$ cat src/verilog/kscan_pkg.sv
// constants, states and helpers shared by the key matrix scanner
package kscan_pkg;
    localparam int MCLK_HZ = 25_000_000;
    localparam int LPO_HZ = 128_000;
    localparam int LPO_DIV = MCLK_HZ / LPO_HZ;
    localparam int DIV_W = 8;
    localparam int DEB_NS = 5000;
    localparam int DEB_CYC = (DEB_NS * (MCLK_HZ / 1_000_000) + 999) / 1000;
    localparam int DEB_W = 8;
    localparam int MAX_ROWS = 8;
    localparam int MAX_COLS = 20;
    localparam int MAX_KEYS = 160;
    localparam int ROW_W = 3;
    localparam int COL_W = 5;
    localparam int CODE_W = 8;
    localparam int BUF_DEPTH = 16;
    localparam int NUM_MODS = 8;
    localparam logic [COL_W-1:0] LAST_COL_MAX = 5'h13;
    localparam logic [CODE_W-1:0] IDX_RST = 8'h00;
    localparam logic [MAX_ROWS-1:0] HIT_RST = 8'h00;

    typedef enum logic [2:0] {
        ST_IDLE = 3'b001,
        ST_SCAN = 3'b010,
        ST_END = 3'b100
    } scan_state_t;

    function automatic logic [3:0] count_ones(input logic [MAX_ROWS-1:0] v);
        logic [3:0] n;
        n = 4'h0;
        for (int i = 0; i < MAX_ROWS; i++) begin
            n = n + {3'h0, v[i]};
        end
        return n;
    endfunction
endpackage

$ cat src/verilog/key_scanner.sv
// autonomous key matrix scanner with ghost lockout and code buffer
module key_scanner #(
    parameter int NMOD = kscan_pkg::NUM_MODS,
    parameter int DEPTH = kscan_pkg::BUF_DEPTH
) (
    // clock and reset
    input wire logic mclk,
    input wire logic nrst,
    // configuration
    input wire logic scan_en,
    input wire logic [kscan_pkg::COL_W-1:0] num_cols,
    input wire logic [3:0] num_rows,
    input wire logic [NMOD-1:0][kscan_pkg::CODE_W-1:0] mod_code,
    // matrix pins
    input wire logic [kscan_pkg::MAX_ROWS-1:0] row_in,
    output logic [kscan_pkg::MAX_COLS-1:0] col_out,
    // shared low-power clock request
    output logic lp_clk_req,
    // key code buffer read side
    output logic key_valid,
    input wire logic key_pop,
    output logic [kscan_pkg::CODE_W-1:0] key_code,
    // status
    output logic scan_busy,
    output logic ghost_flag,
    input wire logic ghost_clr,
    output logic ovf_flag,
    input wire logic ovf_clr,
    output logic [NMOD-1:0] mod_state
);
    import kscan_pkg::*;

    scan_state_t state_q, state_d;
    logic req_q, req_d;
    logic [DIV_W-1:0] div_q, div_d;
    logic tick;
    logic [ROW_W-1:0] row_q, row_d;
    logic [COL_W-1:0] col_q, col_d;
    logic settle_q, settle_d;
    logic [CODE_W-1:0] idx_q, idx_d;
    logic [MAX_ROWS-1:0] hit_q, hit_d;
    logic [MAX_ROWS-1:0] colhit_q, colhit_d;
    logic any_q, any_d;
    logic [MAX_KEYS-1:0] pressed_q, pressed_d;
    logic [NMOD-1:0] modnow_q, modnow_d;
    logic [NMOD-1:0] mod_q, mod_d;
    logic ghost_q, ghost_d;
    logic ovf_q, ovf_d;
    logic push_q, push_d;
    logic [CODE_W-1:0] pcode_q, pcode_d;
    logic [MAX_ROWS-1:0] rows_f;
    logic [MAX_ROWS-1:0] prev_q;
    logic [MAX_COLS-1:0] col_q_out, col_d_out;
    logic buf_ready;
    logic [ROW_W-1:0] last_row;
    logic [COL_W-1:0] last_col;
    logic key_hit;
    logic is_ghost;
    logic is_mod;
    logic [NMOD-1:0] mod_match;
    logic row_wrap;

    // debounce and glitch filter ahead of all row logic
    row_filter #(
        .N(MAX_ROWS),
        .STABLE(DEB_CYC)
    ) u_rows (
        .mclk(mclk),
        .nrst(nrst),
        .raw(row_in),
        .clean(rows_f)
    );

    // a full buffer refuses the push; the code is then lost
    code_buffer #(
        .W(CODE_W),
        .DEPTH(DEPTH)
    ) u_buf (
        .mclk(mclk),
        .nrst(nrst),
        .in_valid(push_q),
        .in_ready(buf_ready),
        .in_data(pcode_q),
        .out_valid(key_valid),
        .out_ready(key_pop),
        .out_data(key_code)
    );

    // out-of-range counts are clamped rather than trusted
    always_comb begin
        if (num_rows == 4'h0) begin
            last_row = '0;
        end else if (num_rows > 4'h8) begin
            last_row = ROW_W'(MAX_ROWS - 1);
        end else begin
            last_row = ROW_W'(num_rows - 4'h1);
        end
        if (num_cols == '0) begin
            last_col = '0;
        end else if (num_cols > LAST_COL_MAX) begin
            last_col = LAST_COL_MAX;
        end else begin
            last_col = num_cols - 1'b1;
        end
    end

    // scan rate enable; only runs while the clock is requested
    always_comb begin
        div_d = div_q;
        tick = 1'b0;
        if (!req_q) begin
            div_d = '0;
        end else if (div_q == DIV_W'(LPO_DIV - 1)) begin
            div_d = '0;
            tick = 1'b1;
        end else begin
            div_d = div_q + 1'b1;
        end
    end

    always_ff @(posedge mclk) begin
        if (!nrst) begin
            div_q <= '0;
        end else begin
            div_q <= div_d;
        end
    end

    // per-position decode of the current key
    always_comb begin
        key_hit = rows_f[row_q];
        is_ghost = key_hit && hit_q[row_q];
        for (int m = 0; m < NMOD; m++) begin
            mod_match[m] = (mod_code[m] == idx_q);
        end
        is_mod = |mod_match;
        row_wrap = (row_q == last_row);
    end

    // main sequencer
    always_comb begin
        state_d = state_q;
        req_d = req_q;
        row_d = row_q;
        col_d = col_q;
        settle_d = settle_q;
        idx_d = idx_q;
        hit_d = hit_q;
        colhit_d = colhit_q;
        any_d = any_q;
        pressed_d = pressed_q;
        modnow_d = modnow_q;
        mod_d = mod_q;
        push_d = 1'b0;
        pcode_d = pcode_q;
        ghost_d = ghost_q;
        ovf_d = ovf_q;
        unique case (state_q)
            ST_IDLE: begin
                req_d = 1'b0;
                idx_d = IDX_RST;
                hit_d = HIT_RST;
                colhit_d = '0;
                row_d = '0;
                col_d = '0;
                settle_d = 1'b1;
                any_d = 1'b0;
                pressed_d = '0;
                mod_d = '0;
                modnow_d = '0;
                if (scan_en && (rows_f != prev_q)) begin
                    req_d = 1'b1;
                    state_d = ST_SCAN;
                end
            end
            ST_SCAN: begin
                if (tick && settle_q) begin
                    // column lines need one step to settle
                    settle_d = 1'b0;
                end else if (tick) begin
                    idx_d = idx_q + 1'b1;
                    colhit_d[row_q] = key_hit;
                    if (key_hit) begin
                        any_d = 1'b1;
                    end
                    if (is_ghost) begin
                        ghost_d = 1'b1;
                    end
                    if (key_hit && is_mod) begin
                        modnow_d = modnow_q | mod_match;
                    end
                    if (idx_q < CODE_W'(MAX_KEYS)) begin
                        if (!key_hit) begin
                            pressed_d[idx_q] = 1'b0;
                        end else if (!is_mod && !is_ghost && !pressed_q[idx_q]) begin
                            // ghosted keys stay unreported and retry next pass
                            pressed_d[idx_q] = 1'b1;
                            push_d = 1'b1;
                            pcode_d = idx_q;
                        end
                    end
                    if (row_wrap) begin
                        row_d = '0;
                        // judge the finished column before clearing it for the next
                        if (count_ones(colhit_d) >= 4'h2) begin
                            hit_d = hit_q | colhit_d;
                        end
                        colhit_d = '0;
                        if (col_q == last_col) begin
                            col_d = '0;
                            state_d = ST_END;
                        end else begin
                            col_d = col_q + 1'b1;
                            settle_d = 1'b1;
                        end
                    end else begin
                        row_d = row_q + 1'b1;
                    end
                end
            end
            ST_END: begin
                mod_d = modnow_q;
                modnow_d = '0;
                idx_d = IDX_RST;
                hit_d = HIT_RST;
                settle_d = 1'b1;
                any_d = 1'b0;
                if (any_q) begin
                    state_d = ST_SCAN;
                end else begin
                    state_d = ST_IDLE;
                    req_d = 1'b0;
                end
            end
        endcase
        if (!scan_en) begin
            state_d = ST_IDLE;
            req_d = 1'b0;
            mod_d = '0;
        end
        // a new event wins over a clear in the same cycle
        if (ghost_clr && !(state_q == ST_SCAN && tick && !settle_q && is_ghost)) begin
            ghost_d = 1'b0;
        end
        if (push_q && !buf_ready) begin
            ovf_d = 1'b1;
        end else if (ovf_clr) begin
            ovf_d = 1'b0;
        end
    end

    always_ff @(posedge mclk) begin
        if (!nrst) begin
            state_q <= ST_IDLE;
            req_q <= 1'b0;
            row_q <= '0;
            col_q <= '0;
            settle_q <= 1'b1;
            idx_q <= IDX_RST;
            hit_q <= HIT_RST;
            colhit_q <= '0;
            any_q <= 1'b0;
            pressed_q <= '0;
            modnow_q <= '0;
            mod_q <= '0;
            push_q <= 1'b0;
            pcode_q <= '0;
            ghost_q <= 1'b0;
            ovf_q <= 1'b0;
            prev_q <= '0;
        end else begin
            state_q <= state_d;
            req_q <= req_d;
            row_q <= row_d;
            col_q <= col_d;
            settle_q <= settle_d;
            idx_q <= idx_d;
            hit_q <= hit_d;
            colhit_q <= colhit_d;
            any_q <= any_d;
            pressed_q <= pressed_d;
            modnow_q <= modnow_d;
            mod_q <= mod_d;
            push_q <= push_d;
            pcode_q <= pcode_d;
            ghost_q <= ghost_d;
            ovf_q <= ovf_d;
            prev_q <= rows_f;
        end
    end

    // idle drives every column high; scanning drives only the active one
    always_comb begin
        col_d_out = {MAX_COLS{1'b1}};
        if (state_d != ST_IDLE) begin
            col_d_out = '0;
            col_d_out[col_d] = 1'b1;
        end
    end

    always_ff @(posedge mclk) begin
        if (!nrst) begin
            col_q_out <= {MAX_COLS{1'b1}};
        end else begin
            col_q_out <= col_d_out;
        end
    end

    // status is level only; the processor polls it
    assign col_out = col_q_out;
    assign lp_clk_req = req_q;
    assign scan_busy = (state_q != ST_IDLE);
    assign ghost_flag = ghost_q;
    assign ovf_flag = ovf_q;
    assign mod_state = mod_q;
endmodule

$ cat src/verilog/row_filter.sv
// two-stage synchroniser and stability filter for the row inputs
module row_filter #(
    parameter int N = 8,
    parameter int STABLE = 125
) (
    // clock and reset
    input wire logic mclk,
    input wire logic nrst,
    // raw rows and filtered rows
    input wire logic [N-1:0] raw,
    output logic [N-1:0] clean
);
    import kscan_pkg::*;

    logic [N-1:0] meta_q;
    logic [N-1:0] sync_q;
    logic [N-1:0] cand_q, cand_d;
    logic [N-1:0] clean_q, clean_d;
    logic [DEB_W-1:0] cnt_q, cnt_d;

    // any change restarts the count, so a glitch never reaches the scanner
    always_comb begin
        cand_d = cand_q;
        cnt_d = cnt_q;
        clean_d = clean_q;
        if (sync_q != cand_q) begin
            cand_d = sync_q;
            cnt_d = '0;
        end else if (cnt_q != DEB_W'(STABLE - 1)) begin
            cnt_d = cnt_q + 1'b1;
        end else begin
            clean_d = cand_q;
        end
    end

    always_ff @(posedge mclk) begin
        if (!nrst) begin
            meta_q <= '0;
            sync_q <= '0;
            cand_q <= '0;
            cnt_q <= '0;
            clean_q <= '0;
        end else begin
            meta_q <= raw;
            sync_q <= meta_q;
            cand_q <= cand_d;
            cnt_q <= cnt_d;
            clean_q <= clean_d;
        end
    end

    assign clean = clean_q;
endmodule

$ cat src/verilog/code_buffer.sv
// flip-flop fifo holding key codes until the processor pops them
module code_buffer #(
    parameter int W = 8,
    parameter int DEPTH = 16
) (
    // clock and reset
    input wire logic mclk,
    input wire logic nrst,
    // fill side
    input wire logic in_valid,
    output logic in_ready,
    input wire logic [W-1:0] in_data,
    // drain side
    output logic out_valid,
    input wire logic out_ready,
    output logic [W-1:0] out_data
);
    localparam int AW = $clog2(DEPTH);

    logic [W-1:0] mem_q [DEPTH];
    logic [AW-1:0] wr_q, wr_d;
    logic [AW-1:0] rd_q, rd_d;
    logic [AW:0] cnt_q, cnt_d;
    logic push, pop;

    assign in_ready = (cnt_q != (AW+1)'(DEPTH));
    assign out_valid = (cnt_q != '0);
    assign push = in_valid && in_ready;
    assign pop = out_valid && out_ready;
    assign out_data = mem_q[rd_q];

    always_comb begin
        wr_d = push ? wr_q + 1'b1 : wr_q;
        rd_d = pop ? rd_q + 1'b1 : rd_q;
        cnt_d = cnt_q;
        if (push && !pop) begin
            cnt_d = cnt_q + 1'b1;
        end else if (pop && !push) begin
            cnt_d = cnt_q - 1'b1;
        end
    end

    always_ff @(posedge mclk) begin
        if (!nrst) begin
            wr_q <= '0;
            rd_q <= '0;
            cnt_q <= '0;
        end else begin
            wr_q <= wr_d;
            rd_q <= rd_d;
            cnt_q <= cnt_d;
        end
    end

    // storage needs no reset; the count guards every read
    always_ff @(posedge mclk) begin
        if (push) begin
            mem_q[wr_q] <= in_data;
        end
    end
endmodule

$ cat config.mk
export PLATFORM = sky130hd
export DESIGN_NAME = key_scanner
export DESIGN_NICKNAME = d
export VERILOG_FILES = /design/src/verilog/kscan_pkg.sv /design/src/verilog/key_scanner.sv /design/src/verilog/row_filter.sv /design/src/verilog/code_buffer.sv
export SDC_FILE = /design/constraint.sdc
export NUM_CORES = 1
export LEC_CHECK = 0
export ABC_CLOCK_PERIOD_IN_PS = 5300
export BUFFER_PORTS_ARGS = -buffer_cell sky130_fd_sc_hd__buf_2
export CORE_ASPECT_RATIO = 1.2
export CORE_MARGIN = 2
export CORE_UTILIZATION = 63
export CTS_BUF_LIST = sky130_fd_sc_hd__clkbuf_4
export DETAILED_ROUTE_END_ITERATION = 10
export PLACE_DENSITY = 0.89
export SYNTH_ARGS = -nofsm -noshare
export SYNTH_HDL_FRONTEND = slang
export SYNTH_SLANG_ARGS = --single-unit
$ cat constraint.sdc
create_clock -name mclk -period 5.3 [get_ports mclk]
set_input_delay 0.795 -clock mclk [delete_from_list [all_inputs] [get_ports mclk]]
set_output_delay 0.795 -clock mclk [all_outputs]
set_load 0.03 [all_outputs]
==> results.cfg <==
[run_status]
status = complete, no violations

[global_route]
grt_pass1_wl_um = 89900
overflow = 0
grt_util_all_layers_pct = 32.3
antenna_found_initial = 4
grt_max_degree = 69
grt_pass1_vias = 17500

[clock_tree]
cts_hold_buf = 0
clk_pin_slew_ns = 0.08
clk_latency_ns = 0.84
cts_tree = built
cts_resized = 0
cts-htree-levels = 3
cts_buffers = 104
clock-sinks = 446
root_buffer = clkbuf_4
clock_path_buffers = 3
cts_setup_buffers = 0

[power_and_ir_drop]
power.density_nw_per_um2 = 276
p_leak_nw = 8.26
max-vdd-ir-drop_uv = 149

[setup_path]
start_kind = flip-flop
path_max_fanout = 16
arrival_ns = 5.51
crit_chain = nand2b_1 -> nor2_1 -> mux2i_1 -> inv_1 -> fa_1 -> inv_1 -> fa_1 -> fa_1 -> inv_1 -> ha_1 -> fa_1 -> o21ai_0 -> nand2b_1 -> a31oi_1 -> nor2_1 -> nor2_1 -> nor2_1
critPathKind = flip-flop to flip-flop
slowest_delay_ns = 0.72
slowest_stage = dfxtp_1
endpoint_kind = flip-flop
critPathRequiredTime_ns = 5.98

[route]
route.detailed.drc = 0
routed_wl_um = 57100
detail_route.iter0.violations = 1996
via_per_inst = 6.73
vias = 17700
drt_pass1_iterations = 8
antenna_left = 0
wl_per_cell_um = 21.7

[sta]
fmax_ghz = 0.207
setup-tns-final_ns = 0
slew_viol_final = 0
max_slew_margin_pct = 7.25
rsz0062_at_grt = false
hold_viol_final = 0
setup_viol = 0
postLayoutSetupSlackWorst_ns = 0.470
worst_pin_slew_ns = 1.38
fin_crit_ns = 4.83
worst_clock_skew_ns = 0.0772
period_share_pct = 91.1

[die]
io_pins = 128
fp.coreArea_um2 = 33100
die_area_um2 = 34900
die_h_um = 204
die_w_um = 171
row_count = 73
start_util_pct = 63.7

[synthesis]
yosys_warnings = 0
synthCells = 1993
syn_avg_cell_area_um2 = 10.6
yosysUniqueCellTypes = 80
synth_ff_type = dfxtp_1
ys_seq_area_share_pct = 48.5
ys_async_sr_fraction_pct = 0
syn-num-nets = 2111
synth_seq_cells = 446
synth-edff-count = 128
synth_area_um2 = 21000

[layout]
n_fill_cell = 2287
area_growth_pct = 10.1
fin_nets = 2225
fin_area_um2 = 23200
largest_reg_flops = 160
regMostFlops = pressed_q
regArea_um2 = 10200
layout-drive-gt1-share_pct = 19.7
multi_input_area_um2 = 9960

[min_path]
hp-class = input pin to flip-flop

[placed_design]
place_area_um2 = 21900
pre_cts_slack_ns = 0.488
routabilityCongestion = 0.937
dpl.hpwl_um = 36500
numPortBuffers = 127

[run]
cap_violations = 0
[layout by cell type (no fill, tap or decap), types with 15 or more instances in the layout]
master	count
mux2i_1	52
dfxtp_1	312
ha_1	26
a31oi_1	114
nand2b_1	17
a21oi_1	50
xnor2_1	46
buf_4	46
o21ai_0	92
nor2_1	137
xor2_1	69
nand2_1	107
nand3_1	82
a22oi_1	18
clkbuf_4	147
mux4_2	66
and2_1	44
a221o_1	64
nand4_1	60
inv_1	39
nor3_1	15
clkinv_1	24
edfxtp_1	128
o2bb2ai_1	49
and3_1	77
buf_2	126
[layer usage]
layer  global-route usage [%]  up-vias  part of all wire (%)
li1                         -     7794                     -
met1                     40.8     8436                    37
met2                     52.0     1247                    48
met3                     6.95      269                    11
met4                     17.4        0                   4.8
met5                        0        -                     0
[logic make-up after synthesis]
family | Yosys count | synth area share, %
fa+ha+maj | 32 | 2.07
flops | 446 | 48.5
compound gates | 462 | 15.4
mux | 123 | 9.80
simple gates | 610 | 15.2
xor+xnor | 115 | 4.79
buf+inv | 205 | 4.30
[per-stage QoR]
stage               cells  power, mW  util [%]  hold slack (ns)
CTS                  2631       6.40      70.1            0.153
floorplan            1993       3.65         -            0.412
detailed placement   2451       3.71      66.1            0.424
global route         2635       6.60      70.1            0.160
global placement     2451       3.71      66.1            0.422
finish               2635       6.39      70.1            0.188
[Yosys cell counts, drive strengths merged, types with 7 or more instances]
cell type	number	area, um2
or3	8	50.1
a22oi	18	135
and2	45	282
mux2i	52	521
nand2	108	408
or2	7	43.8
nand2b	17	106
and3	77	482
a22o	10	87.6
a221o	64	641
nor2	137	514
a21oi	50	250
xnor2	46	403
nand3	83	415
clkbuf	108	405
nor3	19	105
dfxtp	318	6370
nand4	60	375
buf	56	345
o2bb2ai	49	429
edfxtp	128	3840
o21ai	98	490
nor4	18	173
a31oi	114	713
mux4	66	1490
o31ai	13	103
a211oi	12	90.1
xor2	69	604
ha	26	325
nor2b	12	75.1
inv	41	154
[cell type report]
type                            count  area share, %
Sequential cell                   446           44.1
Multi-Input combinational cell   1342           43.0
Clock buffer                      147           4.76
Timing Repair Buffer              172           4.21
Tap cell                          450           2.43
Clock inverter                     33          0.853
Inverter                           41          0.664
Antenna cell                        4         0.0432
[power breakdown]
group | internal (mW) | total [mW] | switching [mW]
combinational | 0.0606 | 0.144 | 0.0832
sequential | 3.49 | 3.50 | 0.00523
clock | 1.37 | 2.75 | 1.37
[critical path: cells and delay by family, from the launching register on]
kind | cells | cell delay [ns]
adder cells (fa/ha/maj) | 5 | 2.10
AND/OR/NAND/NOR | 6 | 0.62
buffers and inverters | 3 | 0.20
flip-flops | 1 | 0.72
multiplexers | 1 | 0.34
AO/OA/AOI/OAI | 2 | 0.70
[worst paths after layout]
path	start	to	slack (ns)	cells past startpoint
hold reg to reg	u_rows.meta_q[2]	u_rows.sync_q[2]	0.45	1
hold / removal	row_in[1]	u_rows.meta_q[1]	0.19	2
setup reg to reg	row_q[1]	hit_q[3]	0.47	17
setup / recovery	row_q[1]	hit_q[3]	0.47	17
Power figures use the tool's default switching activity.
